--- src/cantrg_map.svh ---
// Lengths of fields, bit timing and fixed constants for the CAN trigger.
`ifndef CANTRG_MAP_SVH
`define CANTRG_MAP_SVH
// ************************************************************
// Bit timing
// ************************************************************
`define CT_CLK_HZ 32'h0262_5a00
`define CT_BITRATE 32'h0007_a120
`define CT_SP_PCT 32'h0000_0046
// ************************************************************
// Field lengths in bits
// ************************************************************
`define CT_LEN_ID_A 15'h000b
`define CT_LEN_ID_B 15'h0012
`define CT_LEN_DLC 15'h0004
`define CT_LEN_DLC_XL 15'h000b
`define CT_LEN_SDT 15'h0008
`define CT_LEN_VCID 15'h0008
`define CT_LEN_AF 15'h0020
`define CT_LEN_CRC15 15'h000f
`define CT_LEN_CRC_FD_S 15'h0015
`define CT_LEN_CRC_FD_L 15'h0019
`define CT_LEN_CRC_XL 15'h0020
`define CT_LEN_EOF 15'h0007
`define CT_LEN_IFS 15'h0003
`define CT_LEN_RECOV 15'h000b
// ************************************************************
// Coding constants
// ************************************************************
`define CT_CRC15_POLY 15'h4599
`define CT_STUFF_RUN 3'h5
`define CT_DLC_MAX_CL 11'h008
`endif

--- src/cantrg_pkg.sv ---
// Types shared by the CAN trigger modules.
package cantrg_pkg;
  typedef enum logic [2:0] {
    CT_TM_SOF, CT_TM_EOF, CT_TM_FTYPE, CT_TM_ID, CT_TM_ID_DATA, CT_TM_ERROR
  } cantrg_mode_e;
  typedef enum logic [3:0] {
    CT_FT_CBFF, CT_FT_CBFF_R, CT_FT_CEFF, CT_FT_CEFF_R, CT_FT_FBFF, CT_FT_FEFF,
    CT_FT_XLFF, CT_FT_ERROR, CT_FT_OVERLOAD, CT_FT_NONE
  } cantrg_ftype_e;
  typedef enum logic [1:0] {CT_ID_11, CT_ID_29, CT_ID_ANY} cantrg_idtype_e;
  typedef enum logic [1:0] {CT_CMP_EQ, CT_CMP_NE, CT_CMP_IN, CT_CMP_OUT} cantrg_cmp_e;
  typedef enum logic [1:0] {CT_BIT_0, CT_BIT_1, CT_BIT_X} cantrg_bit_e;
  typedef enum logic [1:0] {CT_ST_OK, CT_ST_ERROR, CT_ST_INCOMPLETE} cantrg_state_e;
  typedef enum logic [4:0] {
    F_IDLE, F_SOF, F_ID_A, F_RTR1, F_IDE, F_ID_B, F_RTR2, F_FDF, F_R0, F_XLF,
    F_BRS, F_ESI, F_DLC, F_SDT, F_SEC, F_VCID, F_AF, F_DATA, F_CRC, F_CRCDEL,
    F_ACK, F_ACKDEL, F_EOF, F_IFS, F_RECOV
  } cantrg_fld_e;
  typedef struct packed {
    logic sync1;
    logic sync2;
    logic prev;
    logic [7:0] bcnt;
    cantrg_fld_e fld;
    logic [14:0] fcnt;
    logic [63:0] sh;
    logic stuff_on;
    logic [2:0] run_cnt;
    logic run_lvl;
    logic [14:0] crc;
    logic [10:0] id_a;
    logic [17:0] id_b;
    logic rtr;
    logic ide;
    logic fdf;
    logic xl;
    logic brs;
    logic esi;
    logic sec;
    logic [10:0] dlc;
    logic [7:0] sdt;
    logic [7:0] vcid;
    logic [3:0] dbytes;
    logic id_ok;
    logic incomp;
    logic errd;
    logic [31:0] tstamp;
    logic trig;
    logic frame_done;
    logic [15:0] frame_index;
    logic [31:0] frame_start;
    cantrg_state_e frame_state;
    cantrg_ftype_e frame_type;
    logic [28:0] frame_id;
    logic [3:0] err_pulse;
    logic busy;
  } cantrg_st_s;
endpackage

--- src/cantrg_top.sv ---
// Passive CAN classical, FD and XL frame decoder with trigger and error detection.
//
// Functional notes
// SOF mode fires on the first falling edge opening a frame.
// EOF mode fires when the end-of-frame field completes.
// Frame-type mode fires on data, remote, error or overload, with ID format.
// ID plus data mode fires at last pattern byte when both match.
// Base formats take 11 identifier bits, extended take 29; XL frames follow their IDE bit.
// Remote frames parse like data frames with no data field.
// Error and overload type ignore the identifier format setting.
// Identifier match by single value or in/out of range bounds.
// DLC match is exact or a minimum value.
// 11-bit identifier evaluated at the IDE bit sample point.
// 29-bit identifier evaluated at the RTR bit sample point.
// Any format ignores identifier; ID mode fires always, combined checks data.
// FD frames compare BRS and ESI as 0, 1 or don't care.
// XL frames compare SDT, VCID and AF by value or range.
// XL frames compare the SEC bit to a set value.
// Protocol errors are found independently of any error flag.
// Illegal level in a fixed-form field gives a form error.
// Sixth equal bit in the stuffed fields gives a stuff error.
// Recessive acknowledge slot gives an acknowledge error.
// Computed CRC differing from received CRC gives a checksum error in classical frames only.
// Frame not wholly inside the capture window is marked incomplete.
// Each frame gets an index, a start time and an overall state.
// Trigger is a one-cycle pulse; reset clears all match state.
`timescale 1ns/1ps
`default_nettype none
`include "cantrg_map.svh"
module cantrg_top
  import cantrg_pkg::*;
#(
  parameter int BIT_CYC = `CT_CLK_HZ / `CT_BITRATE,
  parameter int SP_CYC = BIT_CYC * `CT_SP_PCT / 100
) (
  input wire logic clk_sys,
  input wire logic rst_b,
  input wire logic can_rx,
  input wire logic acq_active,
  input wire cantrg_mode_e trig_mode,
  input wire cantrg_ftype_e ftype_sel,
  input wire cantrg_idtype_e id_type,
  input wire cantrg_cmp_e id_cond,
  input wire logic [28:0] id_lo,
  input wire logic [28:0] id_hi,
  input wire logic dlc_min_mode,
  input wire logic [10:0] dlc_ref,
  input wire cantrg_cmp_e data_cond,
  input wire logic [63:0] data_lo,
  input wire logic [63:0] data_hi,
  input wire logic [3:0] data_len,
  input wire cantrg_bit_e brs_cfg,
  input wire cantrg_bit_e esi_cfg,
  input wire cantrg_cmp_e sdt_cond,
  input wire logic [7:0] sdt_lo,
  input wire logic [7:0] sdt_hi,
  input wire cantrg_cmp_e vcid_cond,
  input wire logic [7:0] vcid_lo,
  input wire logic [7:0] vcid_hi,
  input wire cantrg_cmp_e af_cond,
  input wire logic [31:0] af_lo,
  input wire logic [31:0] af_hi,
  input wire logic sec_cfg,
  input wire logic [3:0] err_en,
  output logic trig,
  output logic frame_done,
  output logic [15:0] frame_index,
  output logic [31:0] frame_start,
  output cantrg_state_e frame_state,
  output cantrg_ftype_e frame_type,
  output logic [28:0] frame_id,
  output logic [3:0] err_pulse,
  output logic busy
);
  // ************************************************************
  // Helpers
  // ************************************************************
  localparam logic [7:0] BIT_LAST = 8'(BIT_CYC - 1);
  localparam logic [7:0] SP_B = 8'(SP_CYC);

  // One CRC-15 step for one received bit.
  function automatic logic [14:0] crc_step(input logic [14:0] c, input logic b);
    crc_step = {c[13:0], 1'b0} ^ ((b ^ c[14]) ? `CT_CRC15_POLY : 15'h0000);
  endfunction

  // Data bytes coded by the length code for each frame family.
  function automatic logic [11:0] dlc_bytes(input logic [10:0] d, input logic fd,
                                             input logic xl, input logic rtr);
    dlc_bytes = {1'b0, d};
    if (xl) begin
      dlc_bytes = {1'b0, d} + 12'h001;
    end else if (!fd && rtr) begin
      dlc_bytes = 12'h000;
    end else if (!fd) begin
      dlc_bytes = (d > `CT_DLC_MAX_CL) ? 12'h008 : {1'b0, d};
    end else begin
      case (d[3:0])
        4'h9: dlc_bytes = 12'h00c;
        4'ha: dlc_bytes = 12'h010;
        4'hb: dlc_bytes = 12'h014;
        4'hc: dlc_bytes = 12'h018;
        4'hd: dlc_bytes = 12'h020;
        4'he: dlc_bytes = 12'h030;
        4'hf: dlc_bytes = 12'h040;
        default: dlc_bytes = {8'h00, d[3:0]};
      endcase
    end
  endfunction

  // Bit condition of 0, 1 or don't care.
  function automatic logic bit_ok(input cantrg_bit_e c, input logic v);
    bit_ok = (c == CT_BIT_X) || (v == (c == CT_BIT_1));
  endfunction

  cantrg_st_s r;
  cantrg_st_s n;
  logic rxb;
  logic [28:0] id_val;
  logic [31:0] af_val;
  logic [63:0] data_mask;
  logic [63:0] data_val;
  logic id_m;
  logic data_m;
  logic sdt_m;
  logic vcid_m;
  logic af_m;

  // ************************************************************
  // Field comparators
  // ************************************************************
  assign rxb = r.sync2;
  assign id_val = (r.fld == F_IDE) ? {18'h0_0000, r.id_a} : {r.id_a, r.id_b};
  assign af_val = {r.sh[30:0], rxb};
  assign data_mask = (data_len >= 4'h8) ? 64'hffff_ffff_ffff_ffff :
                     ~(64'hffff_ffff_ffff_ffff << {data_len[2:0], 3'b000});
  assign data_val = {r.sh[62:0], rxb} & data_mask;

  cantrg_cmp #(.W(29)) u_id (.mode(id_cond), .lo(id_lo), .hi(id_hi), .val(id_val),
    .match(id_m));
  cantrg_cmp #(.W(64)) u_data (.mode(data_cond), .lo(data_lo & data_mask),
    .hi(data_hi & data_mask), .val(data_val), .match(data_m));
  cantrg_cmp #(.W(8)) u_sdt (.mode(sdt_cond), .lo(sdt_lo), .hi(sdt_hi), .val(r.sdt),
    .match(sdt_m));
  cantrg_cmp #(.W(8)) u_vcid (.mode(vcid_cond), .lo(vcid_lo), .hi(vcid_hi),
    .val(r.vcid), .match(vcid_m));
  cantrg_cmp #(.W(32)) u_af (.mode(af_cond), .lo(af_lo), .hi(af_hi), .val(af_val),
    .match(af_m));

  // ************************************************************
  // Next state
  // ************************************************************
  // Bit timing, destuffing, field walk, matching and error checks.
  always_comb begin
    logic [63:0] nsh;
    logic [11:0] nb;
    logic last;
    logic fire;
    logic fmt_ok;
    logic dlc_ok;
    logic e_form;
    logic e_stuff;
    logic e_ack;
    logic e_crc;
    cantrg_ftype_e ft;
    nsh = {r.sh[62:0], rxb};
    nb = dlc_bytes(r.dlc, r.fdf, r.xl, r.rtr);
    last = (r.fcnt == 15'h0000);
    fire = 1'b0;
    e_form = 1'b0;
    e_stuff = 1'b0;
    e_ack = 1'b0;
    e_crc = 1'b0;
    fmt_ok = (id_type == CT_ID_ANY) || ((id_type == CT_ID_29) == r.ide);
    dlc_ok = dlc_min_mode ? (r.dlc >= dlc_ref) : (r.dlc == dlc_ref);
    ft = r.fdf ? (r.ide ? CT_FT_FEFF : CT_FT_FBFF) :
         (r.ide ? (r.rtr ? CT_FT_CEFF_R : CT_FT_CEFF) : (r.rtr ? CT_FT_CBFF_R : CT_FT_CBFF));
    n = r;
    n.trig = 1'b0;
    n.frame_done = 1'b0;
    n.err_pulse = 4'h0;
    n.sync1 = can_rx;
    n.sync2 = r.sync1;
    n.prev = r.sync2;
    n.tstamp = r.tstamp + 32'h0000_0001;
    if (!acq_active && r.busy) begin
      n.incomp = 1'b1;
    end
    // Any recessive-to-dominant edge restarts the bit time.
    if (r.prev && !rxb) begin
      n.bcnt = 8'h01;
    end else if (r.bcnt == BIT_LAST) begin
      n.bcnt = 8'h00;
    end else begin
      n.bcnt = r.bcnt + 8'h01;
    end
    if (r.fld == F_IDLE && r.prev && !rxb) begin
      n.fld = F_SOF;
      n.fcnt = 15'h0000;
      n.busy = 1'b1;
      n.stuff_on = 1'b1;
      n.run_cnt = 3'h0;
      n.run_lvl = 1'b0;
      n.crc = 15'h0000;
      n.dbytes = 4'h0;
      n.id_ok = 1'b0;
      n.errd = 1'b0;
      n.xl = 1'b0;
      n.frame_type = CT_FT_NONE;
      n.frame_index = r.frame_index + 16'h0001;
      n.frame_start = r.tstamp;
      n.incomp = !acq_active;
      fire = (trig_mode == CT_TM_SOF);
    end else if (r.bcnt == SP_B && r.fld != F_IDLE) begin
      if (r.stuff_on && r.run_cnt == `CT_STUFF_RUN && rxb == r.run_lvl) begin
        e_stuff = 1'b1;
        n.errd = !rxb;
      end else if (r.stuff_on && r.run_cnt == `CT_STUFF_RUN) begin
        n.run_lvl = rxb;
        n.run_cnt = 3'h1;
      end else begin
        if (r.stuff_on) begin
          n.run_cnt = (rxb == r.run_lvl) ? r.run_cnt + 3'h1 : 3'h1;
          n.run_lvl = rxb;
        end
        if (r.stuff_on && r.fld != F_CRC) begin
          n.crc = crc_step(r.crc, rxb);
        end
        n.sh = nsh;
        n.fcnt = r.fcnt - 15'h0001;
        case (r.fld)
          F_SOF: begin
            n.fld = rxb ? F_IDLE : F_ID_A;
            n.busy = !rxb;
            n.fcnt = `CT_LEN_ID_A - 15'h0001;
          end
          F_ID_A: begin
            if (last) begin
              n.id_a = nsh[10:0];
              n.fld = F_RTR1;
            end
          end
          F_RTR1: begin
            n.rtr = rxb;
            n.fld = F_IDE;
          end
          F_IDE: begin
            n.ide = rxb;
            if (rxb) begin
              n.fld = F_ID_B;
              n.fcnt = `CT_LEN_ID_B - 15'h0001;
            end else begin
              n.fld = F_FDF;
              n.frame_id = {18'h0_0000, r.id_a};
              n.id_ok = (id_type == CT_ID_ANY) || (id_type == CT_ID_11 && id_m);
              fire = (trig_mode == CT_TM_ID) && n.id_ok;
            end
          end
          F_ID_B: begin
            if (last) begin
              n.id_b = nsh[17:0];
              n.fld = F_RTR2;
            end
          end
          F_RTR2: begin
            n.rtr = rxb;
            n.fld = F_FDF;
            n.frame_id = {r.id_a, r.id_b};
            n.id_ok = (id_type == CT_ID_ANY) || (id_type == CT_ID_29 && id_m);
            fire = (trig_mode == CT_TM_ID) && n.id_ok;
          end
          F_FDF: begin
            n.fdf = rxb;
            n.fld = rxb ? F_XLF : (r.ide ? F_R0 : F_DLC);
            n.fcnt = `CT_LEN_DLC - 15'h0001;
          end
          F_R0: begin
            n.fld = F_DLC;
            n.fcnt = `CT_LEN_DLC - 15'h0001;
          end
          F_XLF: begin
            n.xl = rxb;
            n.fld = rxb ? F_SDT : F_BRS;
            n.fcnt = `CT_LEN_SDT - 15'h0001;
          end
          F_BRS: begin
            n.brs = rxb;
            n.fld = F_ESI;
          end
          F_ESI: begin
            n.esi = rxb;
            n.fld = F_DLC;
            n.fcnt = `CT_LEN_DLC - 15'h0001;
          end
          F_SDT: begin
            if (last) begin
              n.sdt = nsh[7:0];
              n.fld = F_SEC;
            end
          end
          F_SEC: begin
            n.sec = rxb;
            n.fld = F_DLC;
            n.fcnt = `CT_LEN_DLC_XL - 15'h0001;
          end
          F_DLC: begin
            if (last) begin
              n.dlc = r.xl ? nsh[10:0] : {7'h00, nsh[3:0]};
              nb = dlc_bytes(n.dlc, r.fdf, r.xl, r.rtr);
              if (r.xl) begin
                n.fld = F_VCID;
                n.fcnt = `CT_LEN_VCID - 15'h0001;
              end else begin
                n.frame_type = ft;
                fire = (trig_mode == CT_TM_FTYPE) && (ftype_sel == ft) && fmt_ok &&
                       (!r.fdf || (bit_ok(brs_cfg, r.brs) && bit_ok(esi_cfg, r.esi)));
                n.fld = (nb == 12'h000) ? F_CRC : F_DATA;
                n.fcnt = (nb == 12'h000) ? (r.fdf ? `CT_LEN_CRC_FD_S : `CT_LEN_CRC15) - 15'h0001
                         : {nb, 3'b000} - 15'h0001;
              end
            end
          end
          F_VCID: begin
            if (last) begin
              n.vcid = nsh[7:0];
              n.fld = F_AF;
              n.fcnt = `CT_LEN_AF - 15'h0001;
            end
          end
          F_AF: begin
            if (last) begin
              n.frame_type = CT_FT_XLFF;
              fire = (trig_mode == CT_TM_FTYPE) && (ftype_sel == CT_FT_XLFF) && fmt_ok &&
                     sdt_m && vcid_m && af_m && (r.sec == sec_cfg);
              n.fld = F_DATA;
              n.fcnt = {nb, 3'b000} - 15'h0001;
            end
          end
          F_DATA: begin
            if (r.fcnt[2:0] == 3'h0) begin
              n.dbytes = (r.dbytes == 4'hf) ? r.dbytes : r.dbytes + 4'h1;
              fire = (trig_mode == CT_TM_ID_DATA) && (r.dbytes + 4'h1 == data_len) &&
                     r.id_ok && dlc_ok && data_m;
            end
            if (last) begin
              n.fld = F_CRC;
              n.fcnt = r.xl ? `CT_LEN_CRC_XL - 15'h0001 :
                       !r.fdf ? `CT_LEN_CRC15 - 15'h0001 :
                       (nb > 12'h010) ? `CT_LEN_CRC_FD_L - 15'h0001 :
                       `CT_LEN_CRC_FD_S - 15'h0001;
            end
          end
          F_CRC: begin
            if (last) begin
              e_crc = !r.fdf && (r.crc != nsh[14:0]);
              n.fld = F_CRCDEL;
            end
          end
          F_CRCDEL: begin
            n.stuff_on = 1'b0;
            e_form = !rxb;
            n.fld = F_ACK;
          end
          F_ACK: begin
            e_ack = rxb;
            n.fld = F_ACKDEL;
          end
          F_ACKDEL: begin
            e_form = !rxb;
            n.fld = F_EOF;
            n.fcnt = `CT_LEN_EOF - 15'h0001;
          end
          F_EOF: begin
            e_form = !rxb;
            if (rxb && last) begin
              n.frame_done = 1'b1;
              n.frame_state = r.incomp ? CT_ST_INCOMPLETE : CT_ST_OK;
              fire = (trig_mode == CT_TM_EOF);
              n.fld = F_IFS;
              n.fcnt = `CT_LEN_IFS - 15'h0001;
            end
          end
          F_IFS: begin
            if (!rxb) begin
              n.frame_type = CT_FT_OVERLOAD;
              fire = (trig_mode == CT_TM_FTYPE) && (ftype_sel == CT_FT_OVERLOAD);
              n.fld = F_RECOV;
              n.fcnt = `CT_LEN_RECOV - 15'h0001;
            end else if (last) begin
              n.fld = F_IDLE;
              n.busy = 1'b0;
            end
          end
          F_RECOV: begin
            if (!rxb) begin
              n.fcnt = `CT_LEN_RECOV - 15'h0001;
            end else if (last) begin
              n.fld = F_IDLE;
              n.busy = 1'b0;
            end
          end
          default: begin
            n.fld = F_IDLE;
          end
        endcase
      end
    end
    // Any error ends the frame and waits for the bus to recover.
    if (e_form || e_stuff || e_ack || e_crc) begin
      n.err_pulse = {e_crc, e_ack, e_stuff, e_form};
      n.fld = F_RECOV;
      n.fcnt = `CT_LEN_RECOV - 15'h0001;
      n.stuff_on = 1'b0;
      n.frame_done = 1'b1;
      n.frame_state = r.incomp ? CT_ST_INCOMPLETE : CT_ST_ERROR;
      if (e_stuff && !rxb) begin
        n.frame_type = CT_FT_ERROR;
      end
      fire = ((trig_mode == CT_TM_ERROR) && ((err_en & n.err_pulse) != 4'h0)) ||
             ((trig_mode == CT_TM_FTYPE) && (ftype_sel == CT_FT_ERROR) &&
              e_stuff && !rxb);
    end
    n.trig = fire;
  end

  // ************************************************************
  // State register
  // ************************************************************
  // All state and outputs clear on reset; the line idles recessive.
  always_ff @(posedge clk_sys or negedge rst_b) begin
    if (!rst_b) begin
      r <= '0;
      r.sync1 <= 1'b1;
      r.sync2 <= 1'b1;
      r.prev <= 1'b1;
      r.frame_type <= CT_FT_NONE;
    end else begin
      r <= n;
    end
  end

  assign trig = r.trig;
  assign frame_done = r.frame_done;
  assign frame_index = r.frame_index;
  assign frame_start = r.frame_start;
  assign frame_state = r.frame_state;
  assign frame_type = r.frame_type;
  assign frame_id = r.frame_id;
  assign err_pulse = r.err_pulse;
  assign busy = r.busy;
endmodule
`default_nettype wire

--- src/cantrg_cmp.sv ---
// Value or range comparator used for the identifier, data, SDT, VCID and AF matches of the CAN trigger.
`timescale 1ns/1ps
`default_nettype none
module cantrg_cmp
  import cantrg_pkg::*;
#(
  parameter int W = 8
) (
  input wire cantrg_cmp_e mode,
  input wire logic [W-1:0] lo,
  input wire logic [W-1:0] hi,
  input wire logic [W-1:0] val,
  output logic match
);
  // ************************************************************
  // Comparison
  // ************************************************************
  logic in_rng;
  assign in_rng = (val >= lo) && (val <= hi);
  // Single value, its negation, inside or outside the bounds.
  always_comb begin
    case (mode)
      CT_CMP_EQ: match = (val == lo);
      CT_CMP_NE: match = (val != lo);
      CT_CMP_IN: match = in_rng;
      CT_CMP_OUT: match = !in_rng;
      default: match = 1'b0;
    endcase
  end
endmodule
`default_nettype wire

--- config.mk ---
export PLATFORM = sky130hd
export DESIGN_NAME = cantrg_top
export DESIGN_NICKNAME = d
export VERILOG_FILES = /design/src/cantrg_pkg.sv /design/src/cantrg_top.sv /design/src/cantrg_cmp.sv
export VERILOG_INCLUDE_DIRS = /design/src
export SDC_FILE = /design/constraint.sdc
export NUM_CORES = 1
export LEC_CHECK = 0
export BUFFER_PORTS_ARGS = -buffer_cell sky130_fd_sc_hd__buf_2
export CORE_MARGIN = 2
export CORE_UTILIZATION = 58
export CTS_CLUSTER_DIAMETER = 40
export DETAILED_ROUTE_END_ITERATION = 16
export PLACE_DENSITY_LB_ADDON = 0.2
export SYNTH_ARGS = -nofsm -noshare
export SYNTH_HDL_FRONTEND = slang
export SYNTH_SLANG_ARGS = --single-unit
--- constraint.sdc ---
create_clock -name clk_sys -period 5.2 [get_ports clk_sys]
set_input_delay 0.52 -clock clk_sys [delete_from_list [all_inputs] [get_ports clk_sys]]
set_output_delay 0.52 -clock clk_sys [all_outputs]
set_load 0.1 [all_outputs]
==> reports/metrics.yaml <==
status:
  status: "finished, final reports clean"
global_routing:
  grt_util_met1_pct: 45.95
  grt_pass1_vias: 23720
  grt_usage_pct: 36.28
  antenna_found_initial: 28
  overflow: 0
  met2_usage_pct: 59.72
  grt_pass1_wl_mm: 126.6
  grt-busiest-layer: "met2"
  use_met3_pct: 7.896
  grt_max_degree: 118
clock_network:
  cts.repair.resized: 0
  clk_pin_slew_worst_paths_ns: 0.06
  tritoncts: "yes"
  cts_setup_buffers: 0
  numCtsBuffers: 51
  insertion_delay_ns: 0.62
  htreeDepth: 2
  cts_sinks: 305
  clockBufferDepth: 3
  cts-root-buf: "clkbuf_16"
  cts_hold_buf: 2
synthesis:
  synthArstFlopShare_pct: 100.0
  syn-num-nets: 3686
  synth_edf_count: 0
  seq_area_frac_synth_pct: 30.93
  netlist_area_sq_um: 24690
  syn_inst: 3045
  syn_area_per_cell_sq_um: 8.110
  synth.distinct_cells: 96
  ys.flop_type: "dfrtp_1"
  yosysWarningCount: 0
  synth-seq-cells: 305
timing:
  fmax_mhz: 222.6
  timing.hold.ws_ns: 0.09626
  finalSetupViolations: 0
  skew_ns: 0.04851
  min_period_ns: 4.492
  tns_ns: 0
  worst_pin_slew_ns: 1.246
  hold_viol: 0
  finalCritPeriodShare_pct: 86.39
  relSlewSlack_pct: 16.64
  finalMaxSlewViolations: 0
  rsz0062_at_grt: "no"
routing:
  routedWlPerCell_um: 20.46
  routed_wirelength_mm: 80.65
  drtPass1Iterations: 5
  first_iter_violations: 2274
  drc: 0
  drt-vias-per-instance: 5.994
  ant_nets: 0
  vias: 23620
floorplan:
  start_util_pct: 58.87
  io_pins: 420
  die_h_um: 210.3
  die_w_um: 210.3
  dieArea_sq_um: 44250
  rows: 75
  coreArea_sq_um: 41950
finish:
  area_growth_pct: 15.28
  utilization_pct: 67.87
  nets: 3983
  n_fill_cell: 3508
  final_layout_size_suffix_gt1_share_pct: 18.91
power_and_ir_drop:
  p_per_area_nw_per_um2: 243.8
  ir_worst_vdd_uv: 298.9
  p_leak_uw: 0.01527
job:
  maxCapViolations: 0
placed_design:
  gp_congestion: 1.005
  io_buffers: 419
  dp_hpwl_mm: 61.66
setup_path:
  crit_fanout: 23
  required_ns: 5.70
  worstSetupEndpointType: "flip-flop"
  ff2ff_setup_slack_ns: 0.71
  crit_arrival_ns: 4.99
  startpoint_type: "flip-flop"
  path_class: "flip-flop to flip-flop"
hold_path:
  hold_class: "input pin to flip-flop"
==> layer usage <==
| metal | share of wire (%) | up-vias |
|---|---|---|
| met3 | 8.2 | 250 |
| met4 | 4.2 | 24 |
| met2 | 47 | 1010 |
| met5 | 0.19 | - |
| li1 | - | 11100 |
| met1 | 41 | 11240 |
==> final cells by class <==
cell class | count | area, sq um | area share [%]
flip-flops and latches | 305 | 7639 | 26.83
multi-input cells | 2333 | 15160 | 53.27
well taps | 539 | 674.4 | 2.369
clock buffers | 60 | 1350 | 4.742
inverters | 199 | 747.0 | 2.624
repair buffers | 452 | 2385 | 8.377
clock inverters | 36 | 466.7 | 1.639
diodes | 17 | 42.54 | 0.1494
==> flip-flops by register name, indices dropped and copies added, names as in the netlist <==
signal,count
err_pulse,4
frame_type,4
n,1
frame_index,16
trig,1
frame_start,32
busy,1
frame_id,29
r,182
af_val,31
frame_done,1
frame_state,2
rxb,1
==> kinds of logic (layout without fill, tap and decap cells) <==
group / count (synthesis) / in the layout / share of synthesized area (%)
flip-flops: 305 / 305 / 30.93
adder cells (fa/ha/maj): 312 / 312 / 15.80
AND/OR/NAND/NOR: 1276 / 1276 / 23.84
AO/OA/AOI/OAI: 551 / 551 / 14.09
XOR/XNOR: 122 / 122 / 4.327
buffers and inverters: 407 / 747 / 7.818
other: 0 / 17 / 0
multiplexers: 72 / 72 / 3.192
==> worst paths after layout <==
check,endpoint,depth (start not counted),start
max,trig,15,r[294]
min,r[123],2,acq_active
max reg2reg,trig,15,r[294]
min reg2reg,rxb,0,n[305]
max in group asynchronous,r[114],3,rst_b
min in group asynchronous,r[169],2,rst_b
==> metrics by stage <==
step           power [uW]  instances  setup WS, ns  cell area [sq um]
3_5_place_dp         3434       3826        0.7530              26590
5_1_grt              7163       3934        0.5990              28450
4_1_cts              6960       3924        0.9313              28430
3_3_place_gp         3409       3826        0.8557              26590
2_1_floorplan        3108       3045         1.334              24690
6_report             6941       3941        0.7075              28470
==> worst max-delay path, stage by stage, from the launching register on <==
cell and delay, ns:
dfrtp_1 0.37, nor3b_1 0.26, nand2_1 0.35, buf_4 0.34, mux2_2 0.31, ha_1 0.31, a21o_1 0.19, a21o_1 0.18
a211oi_1 0.24, o31ai_1 0.11, a31o_2 0.21, a32oi_1 0.43, xor2_1 0.26, a2111oi_0 0.48, o41ai_1 0.15, o22a_1 0.20
==> cells in the mapped netlist, drive strengths merged (6+ instances only) <==
| cell type | n | area, sq um |
|---|---|---|
| or2 | 7 | 43.80 |
| a31oi | 20 | 125.1 |
| o211ai | 20 | 150.1 |
| buf | 108 | 788.3 |
| nand2b | 29 | 181.4 |
| nor3b | 7 | 52.55 |
| ha | 311 | 3891 |
| or4 | 9 | 75.07 |
| xor2 | 44 | 385.4 |
| o221ai | 14 | 122.6 |
| o311ai | 6 | 52.55 |
| o21ai | 163 | 815.8 |
| nor4 | 24 | 156.4 |
| o31ai | 11 | 82.58 |
| and4 | 6 | 52.55 |
| a221oi | 8 | 76.32 |
| a221o | 7 | 70.07 |
| a21o | 31 | 235.2 |
| and2 | 88 | 550.5 |
| mux2i | 18 | 180.2 |
| nand3b | 6 | 45.04 |
| nor2 | 150 | 570.6 |
| nor3 | 41 | 205.2 |
| and3 | 21 | 131.4 |
| inv | 198 | 743.2 |
| xnor2 | 78 | 683.2 |
| dfrtp | 300 | 7507 |
| a22oi | 13 | 102.6 |
| nand4 | 78 | 488.0 |
| mux2 | 54 | 608.1 |
| nor2b | 27 | 168.9 |
| a21oi | 158 | 790.8 |
| clkbuf | 100 | 395.4 |
| nand3 | 94 | 475.5 |
| or3 | 10 | 63.81 |
| a211oi | 20 | 155.1 |
| o22ai | 12 | 75.07 |
| nand2 | 664 | 2495 |
| a2111oi | 6 | 58.80 |
==> report_power, final <==
part	internal, uW	switching, uW	leakage (uW)
registers	2420	47.1	0.00420
clock network	2170	1360	0.000880
logic	286	652	0.0102
total	4880	2060	0.0153
==> cells in the final DEF (no fill, tap or decap), types with 20 or more instances in the layout <==
cell,count
nand2_1,662
buf_2,418
ha_1,311
dfrtp_1,300
inv_1,198
a21oi_1,158
o21ai_0,157
nor2_1,147
nand3_1,93
and2_1,88
nand4_1,78
xnor2_1,78
mux2_2,54
clkbuf_16,51
xor2_1,44
nor3_1,40
a21o_1,29
nand2b_1,29
buf_4,29
nor2b_1,27
nor4_1,23
and3_1,21
o211ai_1,20
(Power assumes the default switching activity.)
